[src/rtl/ict_cfg.svh]
// Register map, field positions and reset values of the input capture timer.
`ifndef ICT_CFG_SVH
`define ICT_CFG_SVH
// Register byte offsets.
`define ICT_OFF_CTRL 8'h00
`define ICT_OFF_CFG_LO 8'h04
`define ICT_OFF_CFG_HI 8'h08
`define ICT_OFF_COUNT 8'h0C
`define ICT_OFF_CAP0 8'h10
`define ICT_OFF_CAP4 8'h20
`define ICT_OFF_CAP5 8'h24
`define ICT_OFF_IRQ_STAT 8'h34
`define ICT_OFF_IRQ_MASK 8'h38
// Control register bits.
`define ICT_CTRL_ACTIVE 0
`define ICT_CTRL_ENABLE 1
`define ICT_CTRL_RESET 2
// Fields inside one channel byte of a config word.
`define ICT_FLD_EDGE_LO 0
`define ICT_FLD_EDGE_HI 1
`define ICT_FLD_SKIP 2
`define ICT_FLD_FCLK_LO 5
`define ICT_FLD_FCLK_HI 7
// Byte position of each channel inside its config word.
`define ICT_CH0_BYTE_LO 0
`define ICT_CH4_BYTE_LO 0
`define ICT_CH5_BYTE_LO 8
// Absolute bits of the channel 5 edge field, kept apart as a cross-check of the byte split.
`define ICT_CH5_EDGE_HI 9
`define ICT_CH5_EDGE_LO 8
// Writable bits of the config words; reserved bits read zero.
`define ICT_CFG_LO_MASK 32'h000000E7
`define ICT_CFG_HI_MASK 32'h0000E7E7
// Interrupt status bit positions.
`define ICT_IRQ_WRAP 0
`define ICT_IRQ_CAP0 1
`define ICT_IRQ_CAP4 2
`define ICT_IRQ_CAP5 3
// Reset values and counter extremes.
`define ICT_ZERO32 32'h00000000
`define ICT_ONES32 32'hFFFFFFFF
`define ICT_ZERO4 4'h0
`endif

[src/rtl/ict_pkg.sv]
// Types shared by the input capture timer.
package ict_pkg;
  // Edge choice encoding of a capture channel.
  typedef enum logic [1:0] {
    ICT_EDGE_FALL = 2'h0,
    ICT_EDGE_RISE = 2'h1,
    ICT_EDGE_BOTH = 2'h2,
    ICT_EDGE_OFF = 2'h3
  } ict_edge_t;
endpackage : ict_pkg

[src/rtl/ict_timer.sv]
// Free-running 32-bit timer with three input capture channels and a register port.
`timescale 1ns/1ps
`include "ict_cfg.svh"
// Overview of operation
// - Each channel has a 2-bit edge field: ch0/ch4 bits 1:0, ch5 bits 9:8.
// - Edge field: 0 falling, 1 rising, 2 both edges, 3 capture disabled.
// - Filter skip bit (2, or 10 for ch5) set feeds the synchronised input past filter.
// - A 3-bit field, bits 7:5 or 15:13, picks the filter sample rate.
// - The running 32-bit counter value is readable as a register.
// - Counter wrap from all ones to zero raises the timer interrupt.
// - Counter writes are ignored while enabled and loaded while disabled.
// - A programmed edge on input 0 copies the counter into capture register 0.
// - Counter reset bit stops and zeroes the counter, then clears itself.
// - Enable starts and stops counting; it is cleared after a counter reset.
// - Counter starts at zero, counts upward and wraps to zero after maximum.
module ict_timer #(
  parameter int FILT_LEN = 4,
  parameter int DIV_W = 8
) (
  // Clock and reset.
  input wire logic mclk,
  input wire logic rst_b,
  // Register port.
  input wire logic [7:0] reg_addr,
  input wire logic [31:0] reg_wdata,
  input wire logic reg_wr,
  input wire logic reg_rd,
  output logic [31:0] reg_rdata,
  // Capture input pins.
  input wire logic capture_input_ch0,
  input wire logic capture_input_ch4,
  input wire logic capture_input_ch5,
  // Interrupt to the aggregator.
  output logic irq
);

  // A filter needs at least one stable sample and the divider must cover all eight rates.
  if (FILT_LEN < 1 || FILT_LEN > 255 || DIV_W < 8) begin : g_bad_param
    $error("ict_timer: FILT_LEN must be 1..255 and DIV_W at least 8");
  end

  // Per-channel field extraction from one config byte.
  function automatic logic [1:0] f_edge(input logic [7:0] b);
    f_edge = b[`ICT_FLD_EDGE_HI:`ICT_FLD_EDGE_LO];
  endfunction : f_edge

  function automatic logic [2:0] f_fclk(input logic [7:0] b);
    f_fclk = b[`ICT_FLD_FCLK_HI:`ICT_FLD_FCLK_LO];
  endfunction : f_fclk

  // Edge decode shared by all channels.
  function automatic logic f_hit(input logic [1:0] sel, input logic prev, input logic cur);
    case (ict_pkg::ict_edge_t'(sel))
      ict_pkg::ICT_EDGE_FALL: f_hit = prev & ~cur;
      ict_pkg::ICT_EDGE_RISE: f_hit = ~prev & cur;
      ict_pkg::ICT_EDGE_BOTH: f_hit = prev ^ cur;
      default: f_hit = 1'b0;
    endcase
  endfunction : f_hit

  logic [31:0] cfg_lo_ff;
  logic [31:0] cfg_hi_ff;
  logic active_ff;
  logic enable_ff;
  logic cnt_rst_ff;
  logic [31:0] count_ff;
  logic [31:0] cap_ff [3];
  logic [3:0] irq_stat_ff;
  logic [3:0] irq_mask_ff;
  logic [31:0] reg_rdata_ff;
  logic irq_ff;
  logic [DIV_W-1:0] div_ff;
  logic [2:0] pin;
  logic [7:0] ch_cfg [3];
  logic [2:0] cap_evt;
  logic wrap_evt;
  logic wr_ctrl;
  logic wr_count;
  logic [3:0] nxt_irq_stat;
  logic [31:0] nxt_rdata;

  assign pin = {capture_input_ch5, capture_input_ch4, capture_input_ch0};
  assign ch_cfg[0] = cfg_lo_ff[`ICT_CH0_BYTE_LO +: 8];
  assign ch_cfg[1] = cfg_hi_ff[`ICT_CH4_BYTE_LO +: 8];
  assign ch_cfg[2] = cfg_hi_ff[`ICT_CH5_BYTE_LO +: 8];
  assign wr_ctrl = reg_wr && reg_addr == `ICT_OFF_CTRL;
  assign wr_count = reg_wr && reg_addr == `ICT_OFF_COUNT;
  assign wrap_evt = active_ff && enable_ff && !cnt_rst_ff && count_ff == `ICT_ONES32;

  // Shared prescaler; the filter of each channel samples on one of its taps.
  always_ff @(posedge mclk) begin
    if (!rst_b) begin
      div_ff <= '0;
    end else begin
      div_ff <= div_ff + 1'b1;
    end
  end

  // Per-channel input path: synchroniser, optional filter, edge detector.
  for (genvar c = 0; c < 3; c++) begin : g_ch
    logic s1_ff;
    logic s2_ff;
    logic s3_ff;
    logic clean_ff;
    logic filt_ff;
    logic prev_ff;
    logic [7:0] run_ff;
    logic tick;
    logic level;
    logic [DIV_W-1:0] tap_mask;

    // Three flops; the level only changes once the last two agree, so the
    // first stage never feeds anything but the second.
    always_ff @(posedge mclk) begin
      if (!rst_b) begin
        s1_ff <= 1'b0;
        s2_ff <= 1'b0;
        s3_ff <= 1'b0;
        clean_ff <= 1'b0;
      end else begin
        s1_ff <= pin[c];
        s2_ff <= s1_ff;
        s3_ff <= s2_ff;
        if (s2_ff == s3_ff) begin
          clean_ff <= s3_ff;
        end
      end
    end

    // The chosen rate ticks once every 2**sel clocks.
    assign tap_mask = DIV_W'((1 << f_fclk(ch_cfg[c])) - 1);
    assign tick = (div_ff & tap_mask) == '0;

    // Noise filter: a new level must hold for FILT_LEN sampling ticks.
    always_ff @(posedge mclk) begin
      if (!rst_b) begin
        filt_ff <= 1'b0;
        run_ff <= '0;
      end else if (tick) begin
        if (clean_ff == filt_ff) begin
          run_ff <= '0;
        end else if (run_ff == 8'(FILT_LEN - 1)) begin
          filt_ff <= clean_ff;
          run_ff <= '0;
        end else begin
          run_ff <= run_ff + 8'h01;
        end
      end
    end

    // Bypass trades noise immunity for latency of a few clocks.
    assign level = ch_cfg[c][`ICT_FLD_SKIP] ? clean_ff : filt_ff;

    always_ff @(posedge mclk) begin
      if (!rst_b) begin
        prev_ff <= 1'b0;
      end else begin
        prev_ff <= level;
      end
    end

    // An edge counts only while the timer block is active.
    assign cap_evt[c] = active_ff && f_hit(f_edge(ch_cfg[c]), prev_ff, level);

    // Capture copies the counter as it stands in the detecting cycle.
    always_ff @(posedge mclk) begin
      if (!rst_b) begin
        cap_ff[c] <= `ICT_ZERO32;
      end else if (cap_evt[c]) begin
        cap_ff[c] <= count_ff;
      end
    end
  end

  // Configuration words; reserved bits are never stored.
  always_ff @(posedge mclk) begin
    if (!rst_b) begin
      cfg_lo_ff <= `ICT_ZERO32;
      cfg_hi_ff <= `ICT_ZERO32;
    end else if (reg_wr && reg_addr == `ICT_OFF_CFG_LO) begin
      cfg_lo_ff <= reg_wdata & `ICT_CFG_LO_MASK;
    end else if (reg_wr && reg_addr == `ICT_OFF_CFG_HI) begin
      cfg_hi_ff <= reg_wdata & `ICT_CFG_HI_MASK;
    end
  end

  // Control bits. The reset bit self-clears one cycle after it is set and
  // takes the enable with it, so software must see it low before re-enabling.
  always_ff @(posedge mclk) begin
    if (!rst_b) begin
      active_ff <= 1'b0;
      enable_ff <= 1'b0;
      cnt_rst_ff <= 1'b0;
    end else if (cnt_rst_ff) begin
      cnt_rst_ff <= 1'b0;
      enable_ff <= 1'b0;
      if (wr_ctrl) begin
        active_ff <= reg_wdata[`ICT_CTRL_ACTIVE];
      end
    end else if (wr_ctrl) begin
      active_ff <= reg_wdata[`ICT_CTRL_ACTIVE];
      enable_ff <= reg_wdata[`ICT_CTRL_ENABLE];
      cnt_rst_ff <= reg_wdata[`ICT_CTRL_RESET];
    end
  end

  // Free-running counter; a pending reset beats a software load and counting.
  always_ff @(posedge mclk) begin
    if (!rst_b) begin
      count_ff <= `ICT_ZERO32;
    end else if (cnt_rst_ff) begin
      count_ff <= `ICT_ZERO32;
    end else if (wr_count && !enable_ff) begin
      count_ff <= reg_wdata;
    end else if (active_ff && enable_ff) begin
      count_ff <= count_ff + 32'h00000001;
    end
  end

  // Sticky status: a new event in the clearing cycle wins over the clear.
  always_comb begin
    nxt_irq_stat = irq_stat_ff;
    if (reg_wr && reg_addr == `ICT_OFF_IRQ_STAT) begin
      nxt_irq_stat = irq_stat_ff & ~reg_wdata[`ICT_IRQ_CAP5:`ICT_IRQ_WRAP];
    end
    nxt_irq_stat[`ICT_IRQ_WRAP] = nxt_irq_stat[`ICT_IRQ_WRAP] | wrap_evt;
    nxt_irq_stat[`ICT_IRQ_CAP0] = nxt_irq_stat[`ICT_IRQ_CAP0] | cap_evt[0];
    nxt_irq_stat[`ICT_IRQ_CAP4] = nxt_irq_stat[`ICT_IRQ_CAP4] | cap_evt[1];
    nxt_irq_stat[`ICT_IRQ_CAP5] = nxt_irq_stat[`ICT_IRQ_CAP5] | cap_evt[2];
  end

  always_ff @(posedge mclk) begin
    if (!rst_b) begin
      irq_stat_ff <= `ICT_ZERO4;
      irq_mask_ff <= `ICT_ZERO4;
      irq_ff <= 1'b0;
    end else begin
      irq_stat_ff <= nxt_irq_stat;
      if (reg_wr && reg_addr == `ICT_OFF_IRQ_MASK) begin
        irq_mask_ff <= reg_wdata[`ICT_IRQ_CAP5:`ICT_IRQ_WRAP];
      end
      irq_ff <= |(irq_stat_ff & irq_mask_ff);
    end
  end

  // Read decode; unmapped addresses and idle cycles return zero.
  always_comb begin
    nxt_rdata = `ICT_ZERO32;
    case (reg_addr)
      `ICT_OFF_CTRL: nxt_rdata = {29'h0, cnt_rst_ff, enable_ff, active_ff};
      `ICT_OFF_CFG_LO: nxt_rdata = cfg_lo_ff;
      `ICT_OFF_CFG_HI: nxt_rdata = cfg_hi_ff;
      `ICT_OFF_COUNT: nxt_rdata = count_ff;
      `ICT_OFF_CAP0: nxt_rdata = cap_ff[0];
      `ICT_OFF_CAP4: nxt_rdata = cap_ff[1];
      `ICT_OFF_CAP5: nxt_rdata = cap_ff[2];
      `ICT_OFF_IRQ_STAT: nxt_rdata = {28'h0, irq_stat_ff};
      `ICT_OFF_IRQ_MASK: nxt_rdata = {28'h0, irq_mask_ff};
      default: nxt_rdata = `ICT_ZERO32;
    endcase
  end

  // Read data stands for exactly the cycle after the strobe.
  always_ff @(posedge mclk) begin
    if (!rst_b) begin
      reg_rdata_ff <= `ICT_ZERO32;
    end else begin
      reg_rdata_ff <= reg_rd ? nxt_rdata : `ICT_ZERO32;
    end
  end

  assign reg_rdata = reg_rdata_ff;
  assign irq = irq_ff;
endmodule : ict_timer

[config.mk]
export PLATFORM = sky130hd
export DESIGN_NAME = ict_timer
export DESIGN_NICKNAME = d
export VERILOG_FILES = /design/src/rtl/ict_pkg.sv /design/src/rtl/ict_timer.sv
export VERILOG_INCLUDE_DIRS = /design/src /design/src/rtl
export SDC_FILE = /design/constraint.sdc
export NUM_CORES = 1
export LEC_CHECK = 0
export ABC_AREA = 1
export BUFFER_PORTS_ARGS = -buffer_cell sky130_fd_sc_hd__buf_2
export CAP_MARGIN = 20
export CORE_ASPECT_RATIO = 0.9
export CORE_MARGIN = 2
export CORE_UTILIZATION = 30
export CTS_CLUSTER_DIAMETER = 120
export DETAILED_ROUTE_END_ITERATION = 16
export SKIP_CTS_REPAIR_TIMING = 1
export SYNTH_ARGS = -nofsm -noshare
export SYNTH_HDL_FRONTEND = slang
export SYNTH_SLANG_ARGS = --single-unit
[constraint.sdc]
create_clock -name mclk -period 4.25 [get_ports mclk]
set_input_delay 0.85 -clock mclk [delete_from_list [all_inputs] [get_ports mclk]]
set_output_delay 0.85 -clock mclk [all_outputs]
set_load 0.01 [all_outputs]
==> results.json, run 1 <==
{
  "status": "finished, final reports clean",
  "synth.top_cells.by_area": "edfxtp_1 26%, dfxtp_1 26%, nand2_1 14%",
  "cp_max_fo": 32,
  "post-route-period-util": 0.6217,
  "via_count": 9835,
  "die_h_um": 187.5,
  "dr.pass1.iters": 5,
  "final_cells": 2064,
  "synth_enable_flop_cells": 96,
  "syn_nets": 1545,
  "clkTransAtPathRegs_ps": 60,
  "grt_max_degree": 47,
  "routedWlPerCell_um": 15.85,
  "ys_seq_area_frac": 0.5121,
  "synthAdderAreaFrac": 0.01227,
  "synth_top_family_by_area": "simple AND/OR/NAND/NOR gates",
  "yosysTopAreaCellShare": 0.2569,
  "die-area_mm2": 0.03896,
  "rrSetupSlack_ps": 1610,
  "synth-async-reset-ratio": 0,
  "leakage_uw": 0.004958,
  "core-area_mm2": 0.03705,
  "synth.area.mux_share": 0,
  "start_util": 0.3028,
  "fmax_mhz": 378.5,
  "synth_compound_area_frac": 0.09747,
  "final_nets": 1617,
  "reg2reg_to": "cap_ff[2][1]$_SDFFCE_PN0P_",
  "yosys.area_share.simple": 0.2923,
  "endpoint_kind": "register",
  "clkLatencyLatePin_ps": 550,
  "clock_power_share": 0.477,
  "power_switching_uw": 1059,
  "ant_nets": 0,
  "holdPathStages": 2,
  "grt_pass1_wl_mm": 51.84,
  "hp-class": "reg2reg",
  "p_sw_frac": 0.2164,
  "boundaryPins": 80,
  "yosysWarnings": 0,
  "power.density_mw_per_mm2": 376.4,
  "drt-initial-drc-count": 703,
  "setup_violations": 0,
  "grtUsageTotal": 0.1651,
  "required_ps": 4410,
  "ys_types": 35,
  "synth_top_area_cell": "edfxtp_1",
  "rsz0062_at_grt": "false",
  "drt-total-wl_mm": 32.72,
  "antennaDiodeCount": 0,
  "startpoint_type": "register",
  "mostFrequentLayoutCells": "420 x nand2_1, 254 x nor2_1, 143 x dfxtp_1, 142 x inv_1, 116 x a21oi_1",
  "rr_worst_depth": 7,
  "htree_levels": 1,
  "period_minus_slack_ps": 2642,
  "die_w_um": 207.8,
  "power_frac_seq": 0.497,
  "port_buffers": 79,
  "fin_tns_setup_ps": 0,
  "ctsRootBufferMaster": "clkbuf_16",
  "ys.flop_type": "dfxtp_1",
  "maxCapViolCount": 0,
  "pwr-share-comb": 0.026,
  "syn_inst": 1487,
  "tightest_slew_ps": 1089,
  "antenna_found_initial": 2,
  "cts_tree": "done",
  "numCtsBuffers": 28,
  "syn2layout_area_growth_pct": 15.89,
  "max_slew_margin": 0.2735,
  "synth_area_mm2": 0.01122,
  "vias_per_cell": 4.765,
  "finalClockSkew_ps": 19.76,
  "cts_buffer_depth": 3,
  "holdPathEnd": "g_ch[0].s2_ff$_SDFF_PN0_",
  "rows": 67,
  "reg2reg_from": "cfg_hi_ff[10]$_SDFFE_PN0P_",
  "synth.avg_cell_area_um2": 7.545,
  "grt_pass1_vias": 9505,
  "p_int_uw": 3835,
  "vdd_ir_drop_max_uv": 248.8,
  "critical_path_arrival_ps": 2800,
  "path_class": "reg2reg",
  "grt-ovfl-total": 0,
  "synth-xor-area-share": 0.01639,
  "total_power_uw": 4894,
  "final_common_cell": "nand2_1",
  "ys_seq_elements": 239,
  "place_congestion": 0.9218,
  "dp.cells": 2012,
  "hpwl_mm": 22.64,
  "min_from": "g_ch[0].s1_ff$_SDFF_PN0_",
  "drv_slew": 0,
  "finalHoldViolations": 0,
  "route.detailed.drc": 0,
  "drive_above_1_share": 0.09677,
  "clock_sinks": 239
}
==> per-stage QoR <==
stage               setup slack (ps)    util  area (µm²)  hold WS [ps]
global route                    1343  0.3509       13000         454.6
global placement                1315  0.3268       12110         394.4
floorplan                       2150       -       11220         390.5
finish                          1608  0.3509       13000         409.9
detailed placement              1240  0.3268       12110         401.0
CTS                             1539  0.3509       13000         414.4
==> registers in the layout, summed over array words and instances (netlist names), 4 cells and up <==
signal       flops
count_ff        32
irq_stat_ff      4
g_ch.run_ff     24
cap_ff          96
cfg_hi_ff       12
irq_mask_ff      4
cfg_lo_ff        6
reg_rdata       32
div_ff           7
==> synthesized netlist by cell type (all sizes together) (11+ instances only) <==
cell	number
a21oi	117
buf	21
clkbuf	29
dfxtp	143
edfxtp	96
ha	11
inv	145
nand2	423
nand3	87
nor2	259
nor3	19
o21ai	80
xor2	17
==> layer usage <==
layer	up-vias	global-route usage	share of wire
met1	4579	0.2208	0.45
met2	272	0.2723	0.46
li1	4925	-	-
met4	4	0.04883	0.025
met3	55	0.02938	0.064
met5	-	0	0.00095
==> logic make-up (layout without fill, tap and decap cells) <==
kind of cell,count (synthesis),in the layout
buffers and inverters,196,290
DFF,239,239
adders and majority gates,11,11
AOI/OAI and AO/OA,212,212
xor gates and xnor gates,21,21
and+or+nand+nor,808,808
==> cell type report <==
class / instances / area (µm²)
clock inverters: 9 / 75.07
fillers: 3894 / 24050
inverters: 146 / 549.3
well taps: 483 / 604.3
flip-flops and latches: 239 / 5746
repair buffers: 92 / 493.0
multi-input cells: 1052 / 4716
clock buffers: 43 / 819.5
==> critical path, stage by stage (launching register included) <==
cell	delay [ps]
dfxtp_1	340
o21ai_0	310
inv_1	90
ha_1	280
a21oi_1	140
o21ai_0	100
a21oi_1	170
or2_2	820
==> power by group through the flow <==
stage | combinational [µW] | clock, µW | sequential (µW)
3_5_place_dp | 128 | 0 | 2480
4_1_cts | 129 | 2380 | 2430
3_3_place_gp | 126 | 0 | 2480
5_1_grt | 140 | 2470 | 2440
6_report | 127 | 2330 | 2430
2_1_floorplan | 61.4 | 0 | 2480
==> worst max path at each step <==
| stage | startpoint | end | slack [ps] | cells after the start |
|---|---|---|---|---|
| 3_5_place_dp | reg_addr[7] | count_ff[4]$_SDFFE_PP0P_ | 1240 | 9 |
| 6_report | cfg_hi_ff[10]$_SDFFE_PN0P_ | cap_ff[2][1]$_SDFFCE_PN0P_ | 1610 | 7 |
| 2_1_floorplan | g_ch[1].filt_ff$_SDFFE_PN0P_ | cap_ff[1][0]$_SDFFCE_PN0P_ | 2150 | 7 |
| 5_1_grt | cfg_hi_ff[10]$_SDFFE_PN0P_ | cap_ff[2][1]$_SDFFCE_PN0P_ | 1340 | 7 |
| 4_1_cts | cfg_hi_ff[10]$_SDFFE_PN0P_ | cap_ff[2][1]$_SDFFCE_PN0P_ | 1540 | 7 |
| 3_3_place_gp | reg_addr[7] | count_ff[0]$_SDFFE_PP0P_ | 1310 | 9 |
No activity file was read; power rests on OpenSTA's default activity.
==> inputs of run 2 (changes only) <==
ABC_AREA = 0   (was 1)
clock period = 2.7 ns   (was 4.25 ns; I/O delays follow)
==> run 2 against run 1 <==
Effect of this change: register-to-register slack lost 1300 ps; global-route usage grew 0.84 points; area after synthesis shrank 1.7%; via count shrank 5.4%; first-iteration DRC count grew 34%; synthesized cell count shrank 24%; wire length grew 1.5%; maximum frequency grew 9.6%; total power grew 65%; critical path depth shrank 1; final cell count shrank 17%; hold slack lost 200 ps; highest routed layer unchanged.
==> results.json, run 2 <==
{
  "crit_family": "simple AND/OR/NAND/NOR gates",
  "finalHoldViolations": 0,
  "place_area_mm2": 0.01229,
  "endpoint_kind": "register",
  "synth.top_cells.by_area": "edfxtp_1 26%, dfxtp_1 26%, and2_1 5.5%",
  "vias_per_cell": 5.398,
  "cts_buffer_depth": 3,
  "slowest_delay_ps": 520,
  "final_cells": 1723,
  "via_count": 9300,
  "place_congestion": 0.9076,
  "synth_top_area_cell": "edfxtp_1",
  "synth_enable_flop_cells": 96,
  "synth_area_mm2": 0.01103,
  "core-area_mm2": 0.03617,
  "ctsRootBufferMaster": "clkbuf_16",
  "synth-async-reset-ratio": 0,
  "fmax_mhz": 414.8,
  "rows": 66,
  "crit_slowest_cell": "dfxtp_1",
  "required_ps": 3170,
  "yosysTopAreaCellShare": 0.2614,
  "hpwl_mm": 23.32,
  "htree_levels": 1,
  "die_w_um": 206.1,
  "vdd_ir_drop_max_uv": 390.3,
  "mostFrequentLayoutCells": "143 x dfxtp_1, 97 x and2_1, 96 x edfxtp_1, 90 x nor2_1, 83 x nand2_1",
  "grt_pass1_vias": 8884,
  "path_class": "reg2reg",
  "finalClockSkew_ps": 24.82,
  "ant_nets": 0,
  "drive_above_1_share": 0.1621,
  "setup_violations": 0,
  "final_common_cell": "dfxtp_1",
  "crit_path_cell_trace": "ha_1 -> nand2_1 -> or4_1 -> or3_1 -> or4b_1 -> a21oi_1",
  "rrSetupSlack_ps": 290,
  "maxCapViolCount": 0,
  "leakage_uw": 0.004934,
  "drv_slew": 0,
  "die_h_um": 185.9,
  "yosysMostFrequentCell": "dfxtp_1",
  "timing.hold.ws_ps": 207.5,
  "cts_tree": "done",
  "clkLatencyLatePin_ps": 550,
  "synth_common_cells": "143 x dfxtp_1, 97 x and2_1, 96 x edfxtp_1",
  "power.density_mw_per_mm2": 608.6,
  "yosysWarnings": 0,
  "status": "finished, final reports clean",
  "max_slew_margin": 0.4302,
  "syn_inst": 1136,
  "clock_sinks": 239,
  "critical_path_arrival_ps": 2890,
  "ys.flop_type": "dfxtp_1",
  "grt_pass1_wl_mm": 51.63,
  "hp-class": "in2reg",
  "boundaryPins": 80,
  "grt_max_degree": 37,
  "syn2layout_area_growth_pct": 20.29,
  "start_util": 0.3049,
  "die-area_mm2": 0.03831,
  "clkTransAtPathRegs_ps": 60,
  "syn_nets": 1194,
  "antenna_found_initial": 2,
  "grtUsageTotal": 0.1735,
  "period_minus_slack_ps": 2411,
  "synth.avg_cell_area_um2": 9.708,
  "regMostFlops": "cap_ff",
  "critPathBufInv": 0,
  "ys_seq_area_frac": 0.5210,
  "tightest_slew_ps": 854.7,
  "ys_types": 65,
  "numCtsBuffers": 27,
  "route.detailed.drc": 0,
  "grt-ovfl-total": 0,
  "drt-initial-drc-count": 941,
  "post-route-period-util": 0.8929,
  "rsz0062_at_grt": "false",
  "dp.cells": 1672,
  "port_buffers": 79,
  "drt-total-wl_mm": 33.21,
  "startpoint_type": "register",
  "dr.pass1.iters": 8,
  "fin_area_mm2": 0.01327,
  "largest_reg_flops": 96,
  "ys_seq_elements": 239,
  "cp_max_fo": 8,
  "final_nets": 1283,
  "fin_tns_setup_ps": 0,
  "routedWlPerCell_um": 19.27
}
-- run 2: layout make-up --
| type | count | area [µm²] |
|---|---|---|
| repair buffers | 142 | 955.9 |
| clock buffers | 34 | 774.5 |
| clock inverters | 16 | 193.9 |
| multi-input cells | 789 | 4900 |
| diodes | 1 | 2.502 |
| fillers | 3610 | 22900 |
| flip-flops and latches | 239 | 5746 |
| inverters | 26 | 97.59 |
| well taps | 476 | 595.6 |
-- run 2: final timing paths --
kind,endpoint,startpoint,cells after the start
min reg2reg,g_ch[1].s2_ff$_SDFF_PN0_,g_ch[1].s1_ff$_SDFF_PN0_,1
min,g_ch[0].s1_ff$_SDFF_PN0_,capture_input_ch0,2
max reg2reg,irq_stat_ff[0]$_SDFF_PN0_,count_ff[1]$_SDFFE_PP0P_,6
max,irq_stat_ff[0]$_SDFF_PN0_,count_ff[1]$_SDFFE_PP0P_,6
-- run 2: cells by family (layout without fill, tap and decap cells) --
| kind of cell | Yosys count | after routing | share of synthesized area |
|---|---|---|---|
| AO/OA/AOI/OAI | 276 | 276 | 0.1710 |
| XOR/XNOR | 16 | 16 | 0.01271 |
| adder cells (fa/ha/maj) | 11 | 11 | 0.01248 |
| buffers and inverters | 108 | 218 | 0.03789 |
| flip-flops | 239 | 239 | 0.5210 |
| multiplexers | 30 | 30 | 0.02848 |
| other | 0 | 1 | 0 |
| AND/OR/NAND/NOR | 456 | 456 | 0.2165 |
-- run 2: report_power, final --
group | leakage (µW) | switching, µW | internal, µW
registers | 0.00214 | 25.2 | 3800
clock network | 0.000486 | 1540 | 2420
logic | 0.00230 | 193 | 92.2
-- run 2: per-stage QoR --
| step | util | worst slack [ps] | total power, µW |
|---|---|---|---|
| after detailed placement | 0.3399 | 312.8 | 4189 |
| after global routing | 0.3667 | 147.2 | 8334 |
| after global placement | 0.3399 | 257.9 | 4186 |
| after CTS | 0.3667 | 319.7 | 8143 |
| after floorplan | - | 173.6 | 4045 |
| final | 0.3668 | 289.2 | 8074 |
-- run 2: worst reg2reg max path, delay by kind of cell (launching register included) --
family	cells	cell delay [ps]
DFF	1	520
adders and majority gates	1	270
and+or+nand+nor	4	1420
AOI/OAI and AO/OA	1	150
-- run 2: per-layer routing --
layer  up-vias  GRT usage  routed length (µm)
li1       4387          -                   -
met1      4529     0.2571               15480
met2       339     0.2596               14380
met3        41    0.03291                2845
met4         4    0.03857                 477
met5         -          0                  21
